--- config.mk ---
export PLATFORM = sky130hd
export DESIGN_NAME = rx_packet_size_status_events
export DESIGN_NICKNAME = d
export VERILOG_FILES = /design/src/common/rx_pkt_pkg.sv /design/src/design/rx_packet_size_status_events.sv
export SDC_FILE = /design/constraint.sdc
export NUM_CORES = 1
export LEC_CHECK = 0
export ABC_AREA = 0
export BUFFER_PORTS_ARGS = -buffer_cell sky130_fd_sc_hd__buf_2
export CORE_MARGIN = 2
export CORE_UTILIZATION = 45
export CTS_CLUSTER_SIZE = 20
export DETAILED_ROUTE_END_ITERATION = 8
export HOLD_SLACK_MARGIN = 0.03
export PLACE_DENSITY_LB_ADDON = 0.08
export SETUP_SLACK_MARGIN = 0.3
export SKIP_CTS_REPAIR_TIMING = 1
export SLEW_MARGIN = 10
export SYNTH_ARGS = -nofsm -noshare
export SYNTH_HDL_FRONTEND = slang
export SYNTH_SLANG_ARGS = --single-unit
--- constraint.sdc ---
create_clock -name clk_i -period 11.8 [get_ports clk_i]
set_input_delay 1.77 -clock clk_i [delete_from_list [all_inputs] [get_ports clk_i]]
set_output_delay 1.77 -clock clk_i [all_outputs]
set_load 0.01 [all_outputs]
--- src/common/rx_pkt_pkg.sv ---
package rx_pkt_pkg;

   // register indices, byte address is four times the index
   localparam logic [9:0] IDX_CTRL = 10'h101;
   localparam logic [9:0] IDX_MAX_LO = 10'h102;
   localparam logic [9:0] IDX_MAX_HI = 10'h103;
   localparam logic [9:0] IDX_LIVE = 10'h104;
   localparam logic [9:0] IDX_LATCH = 10'h105;
   localparam logic [9:0] IDX_IRQ_EN = 10'h106;
   localparam logic [9:0] IDX_CNT_LO = 10'h108;
   localparam logic [9:0] IDX_CNT_MID = 10'h109;
   localparam logic [9:0] IDX_CNT_HI = 10'h10A;
   localparam logic [9:0] IDX_MIN = 10'h118;
   localparam logic [9:0] IDX_CNT_CLR = 10'h119;

   // control bit positions
   localparam int CTRL_CC_BIT = 0;
   localparam int CTRL_FCS16_BIT = 4;
   localparam int CTRL_FCS_DIS_BIT = 5;
   localparam int CTRL_X86_BIT = 6;

   // latched and enable bit positions
   localparam int EV_FCS_PKT = 7;
   localparam int EV_ABORT_PKT = 6;
   localparam int EV_PARTIAL_PKT = 5;
   localparam int EV_SHORT_PKT = 4;
   localparam int EV_LONG_PKT = 3;
   localparam int EV_FCS_CNT = 2;
   localparam int EV_ABORT_CNT = 1;
   localparam int EV_SIZE_CNT = 0;

   // reset values and limits
   localparam logic [7:0] CTRL_RESET = 8'h00;
   localparam logic [15:0] MAX_RESET = 16'h07E0;
   localparam logic [15:0] MIN_RESET = 16'h0004;
   localparam logic [15:0] MAX_CEILING = 16'h07E0;
   localparam logic [15:0] FCS32_BYTES = 16'h0004;
   localparam logic [15:0] FCS16_BYTES = 16'h0002;
   localparam logic [15:0] NO_FCS_BYTES = 16'h0000;
   localparam logic [23:0] CNT_MAX = 24'hFFFFFF;

   // one received byte with end-of-packet status
   typedef struct packed {
      logic [7:0] data;
      logic last;
      logic abort;
      logic fcs_err;
      logic partial;
   } in_beat_t;

   // one forwarded byte; drop is valid with last
   typedef struct packed {
      logic [7:0] data;
      logic last;
      logic drop;
   } out_beat_t;

endpackage

--- src/design/rx_packet_size_status_events.sv ---
// Behaviour
// - max size counts bytes incl FCS, no stuffing
// - max below min discards every packet
// - clear channel cuts stream into max-size chunks
// - max size capped at 2016 plus FCS
// - X.86 header bytes count toward length
// - live bits show error counts non-zero
// - bit 7 latches FCS errored packet
// - bit 6 latches aborted packet
// - bit 5 latches non-whole-byte packet
// - bit 4 latches packet below minimum size
// - bit 3 latches packet above maximum size
// - bits 2..0 latch rise of live bits
// - per-bit enables gate latched bits to interrupt
// - 24-bit packet count over three byte registers
// - count packets stored without abort
// - clear channel disables all packet checks
//
// Design decision made here: the Wishbone interface to the registers.
`timescale 1ns/1ns
`default_nettype none

module rx_packet_size_status_events #(
   parameter int ADDR_W = 12
) (
   // clock and reset
   input wire logic clk_i,
   input wire logic rst_i,
   // wishbone slave
   input wire logic wb_cyc_i,
   input wire logic wb_stb_i,
   input wire logic wb_we_i,
   input wire logic [ADDR_W-1:0] wb_adr_i,
   input wire logic [3:0] wb_sel_i,
   input wire logic [31:0] wb_dat_i,
   output logic [31:0] wb_dat_o,
   output logic wb_ack_o,
   // receive byte stream in
   input wire logic in_valid_i,
   input wire rx_pkt_pkg::in_beat_t in_i,
   // processed byte stream out
   output logic out_valid_o,
   output var rx_pkt_pkg::out_beat_t out_o,
   // interrupt
   output logic irq_o
);

   ////////////////////////////////////////////////////////////////////////
   // registers and nets

   logic [7:0] ctrl_reg;
   logic [15:0] max_reg;
   logic [15:0] min_reg;
   logic [7:0] latch_reg;
   logic [7:0] latch_next;
   logic [7:0] irq_en_reg;
   logic [23:0] total_reg;
   logic [23:0] fcs_cnt_reg;
   logic [23:0] abort_cnt_reg;
   logic [23:0] size_cnt_reg;
   logic [2:0] live_reg;
   logic [2:0] live_prev_reg;
   logic [15:0] len_reg;
   logic [15:0] len_next;
   logic [15:0] fcs_bytes;
   logic [15:0] max_eff;
   logic [7:0] events;
   logic [9:0] idx;
   logic bus_req;
   logic wr_take;
   logic wr_fire;
   logic rd_fire;
   logic in_fire;
   logic pkt_end;
   logic clear_ch;
   logic x86_mode;
   logic too_long;
   logic too_short;
   logic discard_all;
   logic drop;
   logic stored;
   logic chunk_end;
   logic [2:0] cnt_clr;
   logic [7:0] lat_clr;

   ////////////////////////////////////////////////////////////////////////
   // bus decode

   assign idx = wb_adr_i[11:2];
   assign bus_req = wb_cyc_i && wb_stb_i && !wb_ack_o;
   // writes land at the edge where the master sees ack
   assign wr_take = wb_cyc_i && wb_stb_i && wb_we_i && wb_ack_o;
   assign wr_fire = wr_take && wb_sel_i[0];
   assign rd_fire = bus_req && !wb_we_i;

   always_ff @(posedge clk_i) begin
      if (rst_i) begin
         wb_ack_o <= 1'b0;
      end else begin
         wb_ack_o <= bus_req;
      end
   end

   always_ff @(posedge clk_i) begin
      if (rst_i) begin
         wb_dat_o <= 32'h00000000;
      end else if (rd_fire) begin
         unique case (idx)
            rx_pkt_pkg::IDX_CTRL: wb_dat_o <= {24'h000000, ctrl_reg};
            rx_pkt_pkg::IDX_MAX_LO: wb_dat_o <= {24'h000000, max_reg[7:0]};
            rx_pkt_pkg::IDX_MAX_HI: wb_dat_o <= {24'h000000, max_reg[15:8]};
            rx_pkt_pkg::IDX_LIVE: wb_dat_o <= {29'h0, live_reg};
            rx_pkt_pkg::IDX_LATCH: wb_dat_o <= {24'h000000, latch_reg};
            rx_pkt_pkg::IDX_IRQ_EN: wb_dat_o <= {24'h000000, irq_en_reg};
            rx_pkt_pkg::IDX_CNT_LO: wb_dat_o <= {24'h000000, total_reg[7:0]};
            rx_pkt_pkg::IDX_CNT_MID: wb_dat_o <= {24'h000000, total_reg[15:8]};
            rx_pkt_pkg::IDX_CNT_HI: wb_dat_o <= {24'h000000, total_reg[23:16]};
            rx_pkt_pkg::IDX_MIN: wb_dat_o <= {16'h0000, min_reg};
            default: wb_dat_o <= 32'h00000000;
         endcase
      end
   end

   ////////////////////////////////////////////////////////////////////////
   // configuration registers

   always_ff @(posedge clk_i) begin
      if (rst_i) begin
         ctrl_reg <= rx_pkt_pkg::CTRL_RESET;
      end else if (wr_fire && idx == rx_pkt_pkg::IDX_CTRL) begin
         ctrl_reg <= wb_dat_i[7:0];
      end
   end

   always_ff @(posedge clk_i) begin
      if (rst_i) begin
         max_reg <= rx_pkt_pkg::MAX_RESET;
      end else if (wr_fire && idx == rx_pkt_pkg::IDX_MAX_LO) begin
         max_reg[7:0] <= wb_dat_i[7:0];
      end else if (wr_fire && idx == rx_pkt_pkg::IDX_MAX_HI) begin
         max_reg[15:8] <= wb_dat_i[7:0];
      end
   end

   always_ff @(posedge clk_i) begin
      if (rst_i) begin
         min_reg <= rx_pkt_pkg::MIN_RESET;
      end else if (wr_take && idx == rx_pkt_pkg::IDX_MIN) begin
         if (wb_sel_i[0]) begin
            min_reg[7:0] <= wb_dat_i[7:0];
         end
         if (wb_sel_i[1]) begin
            min_reg[15:8] <= wb_dat_i[15:8];
         end
      end
   end

   always_ff @(posedge clk_i) begin
      if (rst_i) begin
         irq_en_reg <= 8'h00;
      end else if (wr_fire && idx == rx_pkt_pkg::IDX_IRQ_EN) begin
         irq_en_reg <= wb_dat_i[7:0];
      end
   end

   ////////////////////////////////////////////////////////////////////////
   // size limits

   assign clear_ch = ctrl_reg[rx_pkt_pkg::CTRL_CC_BIT];
   assign x86_mode = ctrl_reg[rx_pkt_pkg::CTRL_X86_BIT];

   always_comb begin
      if (x86_mode) begin
         fcs_bytes = rx_pkt_pkg::FCS32_BYTES;
      end else if (ctrl_reg[rx_pkt_pkg::CTRL_FCS_DIS_BIT]) begin
         fcs_bytes = rx_pkt_pkg::NO_FCS_BYTES;
      end else if (ctrl_reg[rx_pkt_pkg::CTRL_FCS16_BIT]) begin
         fcs_bytes = rx_pkt_pkg::FCS16_BYTES;
      end else begin
         fcs_bytes = rx_pkt_pkg::FCS32_BYTES;
      end
   end

   // ceiling applies to any larger setting
   always_comb begin
      if (max_reg > rx_pkt_pkg::MAX_CEILING + fcs_bytes) begin
         max_eff = rx_pkt_pkg::MAX_CEILING + fcs_bytes;
      end else begin
         max_eff = max_reg;
      end
   end

   ////////////////////////////////////////////////////////////////////////
   // packet length and verdict

   assign in_fire = in_valid_i;
   // destuffed bytes, header and FCS bytes all count
   assign len_next = (len_reg == 16'hFFFF) ? len_reg : len_reg + 16'h0001;
   assign pkt_end = in_fire && in_i.last && !clear_ch;
   assign too_long = len_next > max_eff;
   assign too_short = len_next < min_reg;
   assign discard_all = max_reg < min_reg;
   assign drop = too_long || too_short || discard_all;
   assign stored = pkt_end && !in_i.abort && !drop;
   assign chunk_end = clear_ch && in_fire && len_next >= max_eff;

   always_ff @(posedge clk_i) begin
      if (rst_i) begin
         len_reg <= 16'h0000;
      end else if (pkt_end || chunk_end) begin
         len_reg <= 16'h0000;
      end else if (in_fire) begin
         len_reg <= len_next;
      end
   end

   always_ff @(posedge clk_i) begin
      if (rst_i) begin
         out_valid_o <= 1'b0;
         out_o <= '0;
      end else begin
         out_valid_o <= in_fire;
         out_o.data <= in_i.data;
         out_o.last <= pkt_end || chunk_end;
         out_o.drop <= pkt_end && (drop || in_i.abort);
      end
   end

   always_ff @(posedge clk_i) begin
      if (rst_i) begin
         total_reg <= 24'h000000;
      end else if ((stored || chunk_end) &&
                   total_reg != rx_pkt_pkg::CNT_MAX) begin
         total_reg <= total_reg + 24'h000001;
      end
   end

   ////////////////////////////////////////////////////////////////////////
   // error counters behind the live bits

   assign cnt_clr = (wr_fire && idx == rx_pkt_pkg::IDX_CNT_CLR) ?
                    wb_dat_i[2:0] : 3'h0;

   always_ff @(posedge clk_i) begin
      if (rst_i || cnt_clr[2]) begin
         fcs_cnt_reg <= 24'h000000;
      end else if (pkt_end && in_i.fcs_err &&
                   fcs_cnt_reg != rx_pkt_pkg::CNT_MAX) begin
         fcs_cnt_reg <= fcs_cnt_reg + 24'h000001;
      end
   end

   always_ff @(posedge clk_i) begin
      if (rst_i || cnt_clr[1]) begin
         abort_cnt_reg <= 24'h000000;
      end else if (pkt_end && in_i.abort &&
                   abort_cnt_reg != rx_pkt_pkg::CNT_MAX) begin
         abort_cnt_reg <= abort_cnt_reg + 24'h000001;
      end
   end

   always_ff @(posedge clk_i) begin
      if (rst_i || cnt_clr[0]) begin
         size_cnt_reg <= 24'h000000;
      end else if (pkt_end && (too_long || too_short) &&
                   size_cnt_reg != rx_pkt_pkg::CNT_MAX) begin
         size_cnt_reg <= size_cnt_reg + 24'h000001;
      end
   end

   always_ff @(posedge clk_i) begin
      if (rst_i) begin
         live_reg <= 3'h0;
         live_prev_reg <= 3'h0;
      end else begin
         live_reg <= {fcs_cnt_reg != 24'h000000, abort_cnt_reg != 24'h000000,
                      size_cnt_reg != 24'h000000};
         live_prev_reg <= live_reg;
      end
   end

   ////////////////////////////////////////////////////////////////////////
   // latched events and interrupt

   always_comb begin
      events = 8'h00;
      events[rx_pkt_pkg::EV_FCS_PKT] = pkt_end && in_i.fcs_err;
      events[rx_pkt_pkg::EV_ABORT_PKT] = pkt_end && in_i.abort;
      events[rx_pkt_pkg::EV_PARTIAL_PKT] = pkt_end && in_i.partial;
      events[rx_pkt_pkg::EV_SHORT_PKT] = pkt_end && too_short;
      events[rx_pkt_pkg::EV_LONG_PKT] = pkt_end && too_long;
      events[2:0] = live_reg & ~live_prev_reg;
   end

   assign lat_clr = (wr_fire && idx == rx_pkt_pkg::IDX_LATCH) ?
                    wb_dat_i[7:0] : 8'h00;
   // a new event wins over a clear in the same cycle
   assign latch_next = (latch_reg & ~lat_clr) | events;

   always_ff @(posedge clk_i) begin
      if (rst_i) begin
         latch_reg <= 8'h00;
      end else begin
         latch_reg <= latch_next;
      end
   end

   always_ff @(posedge clk_i) begin
      if (rst_i) begin
         irq_o <= 1'b0;
      end else begin
         irq_o <= |(latch_reg & irq_en_reg);
      end
   end
endmodule

`default_nettype wire

==> results of run 1 <==
[worst paths after layout]
path | start | end | slack (ps) | cells after the start
setup / recovery | len_reg[0] | total_reg[21] | 6520 | 14
hold / removal | wb_dat_o[12] | wb_dat_o[12] | 450 | 2
setup reg to reg | len_reg[0] | total_reg[21] | 6520 | 14
hold reg to reg | wb_dat_o[12] | wb_dat_o[12] | 450 | 2
[final cells by class]
class | count | area share
Multi-Input combinational cell | 1053 | 0.525
Timing Repair Buffer | 82 | 0.0344
Inverter | 34 | 0.0101
Tap cell | 324 | 0.0322
Sequential cell | 203 | 0.323
Clock inverter | 13 | 0.0206
Clock buffer | 32 | 0.0542
Antenna cell | 1 | 0.000199
[cell families (layout without fill, tap and decap cells)]
kind of cell | Yosys count | in the layout | synth area share
AO/OA/AOI/OAI | 233 | 233 | 0.133
XOR/XNOR | 68 | 68 | 0.0535
adder cells (fa/ha/maj) | 56 | 56 | 0.0629
buffers and inverters | 119 | 161 | 0.0487
flip-flops | 203 | 203 | 0.365
multiplexers | 60 | 60 | 0.0567
other | 2 | 22 | 0.000675
AND/OR/NAND/NOR | 615 | 615 | 0.279
[layout by cell type (no fill, tap or decap), types with 21 or more instances in the layout]
master	netlist	routed
ha_1	56	56
conb_1	2	21
xor2_1	50	50
mux2_2	24	24
clkbuf_16	0	25
o21ai_0	43	43
nand2_1	154	154
dfxtp_1	203	203
inv_1	34	34
nand4_1	39	39
a21oi_1	98	98
or3_1	24	24
and3_1	26	26
nor2b_1	46	46
nor2_1	156	156
buf_2	9	73
nand3_1	66	66
mux2i_1	36	36
[power by group]
group / leakage, nW / internal, mW / switching, mW / total, mW
clock: 0.463 / 0.563 / 0.310 / 0.872
combinational: 2.69 / 0.0234 / 0.0483 / 0.0717
sequential: 1.64 / 0.692 / 0.00560 / 0.698
[critical path, cell delays in order (launching register included)]
cell and delay (ps):
dfxtp_1 390, ha_1 290, and4_1 250, a2111oi_0 750, and3_1 360, nand3_1 120, xnor2_1 190, ha_1 340
nand4_1 170, or3_1 390, a221o_1 310, o211ai_4 320, nand4b_4 450, a2111oi_2 440, mux2_2 370
[stage by stage]
step                cell area, um^2   util  hold WS (ps)  power (mW)
detailed placement            11600  0.478           444       0.784
global placement              11600  0.478           438       0.783
finish                        12600  0.517           453        1.64
floorplan                     11200      -           436       0.761
CTS                           12600  0.517           456        1.66
global route                  12600  0.517           467        1.70
[per-layer routing]
layer,GRT usage,vias to the layer above
li1,-,4869
met1,0.311,4605
met2,0.364,210
met3,0.0303,63
met4,0.0637,2
met5,0,-
==> results.cfg, run 1 <==
[power]
p_leak_nw = 4.79
powerDensity_mw_per_mm2 = 131
vdd_ir_drop_max_mv = 0.0916

[sta]
hold_viol = 0
relSlewSlack = 0.277
setup_viol = 0
drv_slew = 0
period_minus_slack_ps = 5280
tightest_slew_ps = 1080
finalSetupTns_ps = 0
setup_ws_ps = 6520
fin_crit_sh = 0.447
rsz0062_at_grt = no
fmax_mhz = 190
fin_skew_ps = 9.22

[logic_synthesis]
netlist_top_cells_area = dfxtp_1 (37%), ha_1 (6.3%), nor2_1 (5.3%)
synth_edf_count = 0
yosysMostFrequentCell = dfxtp_1
synth_top_area_frac = 0.365
syn_avg_cell_area_um2 = 8.21
syn_area_mm2 = 0.0111
synth_area_leader_cell = dfxtp_1
yosys_register_bits = 203
yosysWarnings = 0
ys_seq_area_frac = 0.365
async_flop_share = 0
synth_cells = 1356
synth_ff_type = dfxtp_1
synth_cell_type_count = 68
synthTopCellsByCount = dfxtp_1 (203), nor2_1 (156), nand2_1 (154)

[final_layout]
nFillCells = 2403
multiInputGateArea_mm2 = 0.00660
layout.nets = 1521
seqCellArea_mm2 = 0.00406
stdcell_count = 1742
synthToLayoutAreaGrowth_pct = 13.0
drive_gt1_frac = 0.114

[global_route]
grt_max_degree = 80
grt_pass1_vias = 9000
grt_use_total = 0.224
grt_pass1_wl_um = 47700
antenna_found_initial = 2
grt-ovfl-total = 0

[clock_network]
cts_buffers = 25
clock_latency_ps = 540
cts_tree = yes
cts.sinks = 203
clock_path_buffers = 3
root_buffer = clkbuf_16
path_clk_slew_ps = 60
h-tree-depth = 1

[floorplanning]
die_area_mm2 = 0.0260
initial_core_util = 0.458
die_y_um = 161
placementRows = 57
die_x_um = 161
placeableCoreArea_mm2 = 0.0243
ios = 111

[status]
status = finished clean

[flow_run]
drv_cap = 0

[routing]
wire_per_inst_um = 16.9
met2_length_um = 13300
top_layer = met5
via_count = 9749
viasPerCell = 5.60
final_antenna_net_count = 0
routed_wirelength_um = 29500
drt_iter0_markers = 666
wl_met3_um = 1370
drt-met1-wl_um = 13900
drc = 0
first_pass_iters = 5

[setup_path]
cp.arrival_ps = 5700
critPathRequiredTime_ps = 12220
critPathMaxFanout = 26
startpoint_type = register
critPathKind = register to register
cp-end-kind = register

[place]
port_buffers = 74
gp_congestion = 0.901
preCtsSetupSlack_ps = 6580
detailed_place_hpwl_um = 21000
place_inst = 1696

[hold_path]
hp-class = register to register
Power figures use the tool's default switching activity.
==> inputs of run 2 (changes only) <==
==> constraint.sdc (replaced) <==
create_clock -name clk_i -period 5.4 [get_ports clk_i]
set_input_delay 0.81 -clock clk_i [delete_from_list [all_inputs] [get_ports clk_i]]
set_output_delay 0.81 -clock clk_i [all_outputs]
set_load 0.01 [all_outputs]
==> run 2 against run 1 <==
Compared with the run above:
- non-clock buffer count grew 4
- worst setup slack got worse by 6000 ps
- core utilization down 0.26 points
- sequential power rose by 120%
- design area shrank 0.50%
- sequential cell count unchanged
- maximum frequency is 7.7% higher
- critical path depth decreased by 1
- total power is 100% higher
- cell count is 0.17% higher
- worst hold slack worse by 9.8 ps
- die area unchanged
- critical path type unchanged
==> results.cfg, run 2 (synthesized netlist as in run 1, its figures left out) <==
[status]
status = finished clean

[power]
internal-power_mw = 2.56
p_leak_nw = 4.78
vdd_ir_drop_max_mv = 0.254
power.share.sequential = 0.455
powerDensity_mw_per_mm2 = 268
pwr-share-clk = 0.498
comb_power_share = 0.047
power_mw = 3.36
p_switching_uw = 791
p_sw_frac = 0.236

[clock_network]
path_clk_slew_ps = 60
clock_path_buffers = 3
cts_tree = yes
clock_latency_ps = 540
cts_buffers = 25
cts.sinks = 203
root_buffer = clkbuf_16
h-tree-depth = 1

[hold_path]
hp-class = register to register

[setup_path]
reg2reg_slack_ps = 500
crit_path_max_incr_delay_ps = 560
startpoint_type = register
path_buf_inv = 0
cp-end-kind = register
cp.arrival_ps = 5320
crit_path_cell_trace = ha_1, and4_1, nand2_1, nor4_1, xor2_1, ha_1, nand2_1, or4_1, or3_1, o211ai_1, nand4b_2, a21oi_1, mux2_2
crit_slowest_cell = nor4_1
critPathMaxFanout = 13
critPathRequiredTime_ps = 5820
critical-path-top-delay-family = simple AND/OR/NAND/NOR gates
critPathKind = register to register

[global_route]
grt_pass1_wl_um = 47500
antenna_found_initial = 1
grt_pass1_vias = 8764
grt-ovfl-total = 0
grt_use_total = 0.224
grt_max_degree = 77

[routing]
wire_per_inst_um = 17.3
routed_wirelength_um = 30100
via_count = 9731
drc = 0
final_antenna_net_count = 0
drt_iter0_markers = 719
first_pass_iters = 5
viasPerCell = 5.58

[sta]
relSlewSlack = 0.270
tightest_slew_ps = 1100
fin_crit_sh = 0.907
holdWs_ps = 443
rsz0062_at_grt = yes
finalSetupTns_ps = 0
drv_slew = 0
fmax_mhz = 204
fin_skew_ps = 12.0
hold_viol = 0
period_minus_slack_ps = 4900
setup_viol = 0

[place]
gp_congestion = 0.891
place_inst = 1699
port_buffers = 74
detailed_place_hpwl_um = 21100

[floorplanning]
ios = 111
die_area_mm2 = 0.0260
initial_core_util = 0.458
placeableCoreArea_mm2 = 0.0243
die_y_um = 161
placementRows = 57
die_x_um = 161

[flow_run]
drv_cap = 0

[final_layout]
synthToLayoutAreaGrowth_pct = 12.4
antennaDiodeCount = 0
most-common-layout-cells = dfxtp_1 (203), nor2_1 (156), nand2_1 (154), a21oi_1 (98), buf_2 (73)
layout.nets = 1526
layout_commonest_cell = dfxtp_1
drive_gt1_frac = 0.116
stdcell_count = 1745
==> run 2: metrics by stage <==
step                setup WS [ps]  instance area, um^2  utilization
floorplan                     970                11200            -
global placement              475                11700        0.479
detailed placement            452                11700        0.479
CTS                           395                12500        0.513
global route                  204                12500        0.514
finish                        502                12500        0.514
==> run 2: layout make-up <==
type | count | area [um^2]
multi-input combinational | 1054 | 6620
fill | 2413 | 11800
sequential | 203 | 4060
timing repair buffer | 86 | 475
clock inverter | 6 | 76.3
inverter | 34 | 128
tap | 324 | 405
clock buffer | 38 | 744
==> run 2: path summary, 6_finish.rpt <==
check / start / to / cells after the start
worst max-delay path: len_reg[0] / total_reg[20] / 13
worst min-delay path: wb_dat_o[12] / wb_dat_o[12] / 2
worst max register to register: len_reg[0] / total_reg[20] / 13
worst min register to register: wb_dat_o[12] / wb_dat_o[12] / 2
==> run 2: worst reg2reg max path, stage by stage, from the launching register on <==
cell,delay [ps]
dfxtp_1,510
ha_1,290
and4_1,270
nand2_1,110
nor4_1,560
xor2_1,200
ha_1,340
nand2_1,70
or4_1,490
or3_1,430
o211ai_1,310
nand4b_2,550
a21oi_1,290
mux2_2,350
==> run 2: per-layer routing <==
layer  vias to the layer above  track usage  part of all wire  wire (um)
li1                       4874            -                 -          -
met1                      4601        0.309              0.46      14000
met3                        48       0.0331             0.049       1470
met5                         -            0           0.00043         13
met2                       206        0.369              0.46      13900
met4                         2       0.0597             0.024        727
==> run 2: power by group through the flow <==
stage | combinational [mW] | clock, mW | sequential, mW
global placement | 0.155 | 0 | 1.56
floorplan | 0.106 | 0 | 1.56
detailed placement | 0.157 | 0 | 1.56
finish | 0.159 | 1.67 | 1.53
CTS | 0.158 | 1.70 | 1.53
global route | 0.174 | 1.77 | 1.53
==> inputs of run 3 (changes only) <==
--- a/config.mk
+++ b/config.mk
@@ -6,13 +6,13 @@
 export NUM_CORES = 1
 export LEC_CHECK = 0
 export ABC_AREA = 0
-export BUFFER_PORTS_ARGS = -buffer_cell sky130_fd_sc_hd__buf_2
 export CORE_MARGIN = 2
-export CORE_UTILIZATION = 45
+export CORE_UTILIZATION = 35
 export CTS_CLUSTER_SIZE = 20
 export DETAILED_ROUTE_END_ITERATION = 8
+export DONT_BUFFER_PORTS = 1
 export HOLD_SLACK_MARGIN = 0.03
-export PLACE_DENSITY_LB_ADDON = 0.08
+export PLACE_DENSITY_LB_ADDON = 0.12
 export SETUP_SLACK_MARGIN = 0.3
 export SKIP_CTS_REPAIR_TIMING = 1
 export SLEW_MARGIN = 10
==> run 3 against run 2 <==
Compared with the run above:
- combinational power fell by 40%
- critical path depth rose by 1
- non-clock buffer count fell by 76
- register-to-register slack got worse by 60 ps
- global-route usage fell by 4.0 points
- clock power rose by 9%
- largest cell class unchanged
- largest power group unchanged
==> results.cfg, run 3 (synthesized netlist as in run 1, its figures left out) <==
[sta]
fin_skew_ps = 13.3
fin_crit_sh = 0.919
finalSetupTns_ps = 0
fmax_mhz = 202
tightest_slew_ps = 1100
period_minus_slack_ps = 4960
hold_viol = 0
drv_slew = 0
relSlewSlack = 0.265
setup_viol = 0
rsz0062_at_grt = yes

[setup_path]
startpoint_type = register
r2r_cells = 14
critPathKind = register to register
reg2reg_slack_ps = 440
cp_common_cell = ha_1
crit_path_cell_trace = ha_1, and4_1, a2111oi_1, buf_4, and3_1, xor2_1, ha_1, nand2_1, or4_1, or3_1, o211ai_1, nand4b_2, a211oi_2, mux2_2
critPathMaxFanout = 13
critPathRequiredTime_ps = 5820
crit_slowest_cell = nand4b_2
cp.arrival_ps = 5390
cp-end-kind = register
crit_path_max_incr_delay_ps = 550

[flow_run]
drv_cap = 0

[global_route]
antenna_found_initial = 0
grt_pass1_wl_um = 49200
grt-ovfl-total = 0
grt_use_total = 0.184
grt_pass1_vias = 8754
grt_max_degree = 143

[floorplanning]
ios = 111
placeableCoreArea_mm2 = 0.0315
die_x_um = 182
initial_core_util = 0.354
placementRows = 65
die_area_mm2 = 0.0332
die_y_um = 182

[power]
powerDensity_mw_per_mm2 = 280
vdd_ir_drop_max_mv = 0.225
p_leak_nw = 4.47
power_mw = 3.45

[final_layout]
layout_commonest_cell = dfxtp_1
drive_gt1_frac = 0.0691
layout.nets = 1451
nFillCells = 3261
antennaDiodeCount = 0
synthToLayoutAreaGrowth_pct = 10.5
seqCellArea_mm2 = 0.00406
multiInputGateArea_mm2 = 0.00662
most-common-layout-cells = dfxtp_1 (203), nor2_1 (156), nand2_1 (154), a21oi_1 (98), nand3_1 (66)

[clock_network]
root_buffer = clkbuf_16
cts_tree = yes
cts_buffers = 26
path_clk_slew_ps = 60
clock_path_buffers = 3
clock_latency_ps = 530
h-tree-depth = 1
cts.sinks = 203

[routing]
via_count = 9321
wire_per_inst_um = 17.9
drc = 0
routed_wirelength_um = 31200
final_antenna_net_count = 0
drt_iter0_markers = 588
first_pass_iters = 5
viasPerCell = 5.33

[hold_path]
hp-class = input port to register
hold_depth = 1

[status]
status = finished clean

[place]
port_buffers = 0
detailed_place_hpwl_um = 22200
gp_congestion = 0.852
-- run 3: layout make-up --
cell class / count / share of cell area
multi-input cells: 1054 / 0.539
flip-flops and latches: 203 / 0.330
clock buffers: 34 / 0.0594
well taps: 402 / 0.0409
clock inverters: 11 / 0.0140
inverters: 34 / 0.0104
repair buffers: 10 / 0.00611
-- run 3: power by group --
group	internal (mW)	switching, mW
Clock	1.14	0.680
Combinational	0.0345	0.0604
Sequential	1.51	0.0179
-- run 3: worst max-delay path, delay by kind of cell, from the launching register on --
kind / cells / cell delay (ps)
buf+inv: 1 / 210
mux: 1 / 360
xor+xnor: 1 / 130
flops: 1 / 400
fa+ha+maj: 2 / 610
compound gates: 3 / 1090
simple gates: 6 / 2040
-- run 3: worst paths after layout --
path,startpoint,endpoint
worst max-delay path,len_reg[0],total_reg[13]
worst min-delay path,rst_i,out_o[4]
worst max register to register,len_reg[0],total_reg[13]
worst min register to register,ctrl_reg[3],ctrl_reg[3]
-- run 3: metal layers --
layer / up-vias / part of all wire / global-route usage
met5: - / 0 / 0
met4: 0 / 0.024 / 0.0477
met3: 40 / 0.046 / 0.0361
met2: 133 / 0.46 / 0.300
met1: 4408 / 0.47 / 0.250
li1: 4740 / - / -
-- run 3: per-stage QoR --
| stage | hold WS (ps) | setup slack [ps] | cell area (um^2) | utilization | std cells |
|---|---|---|---|---|---|
| 5_1_grt | 325 | 188 | 12300 | 0.391 | 1748 |
| 2_1_floorplan | 436 | 970 | 11200 | - | 1375 |
| 3_3_place_gp | 442 | 394 | 11400 | 0.361 | 1702 |
| 3_5_place_dp | 446 | 446 | 11400 | 0.361 | 1702 |
| 6_report | 351 | 437 | 12300 | 0.391 | 1748 |
| 4_1_cts | 322 | 393 | 12300 | 0.390 | 1747 |
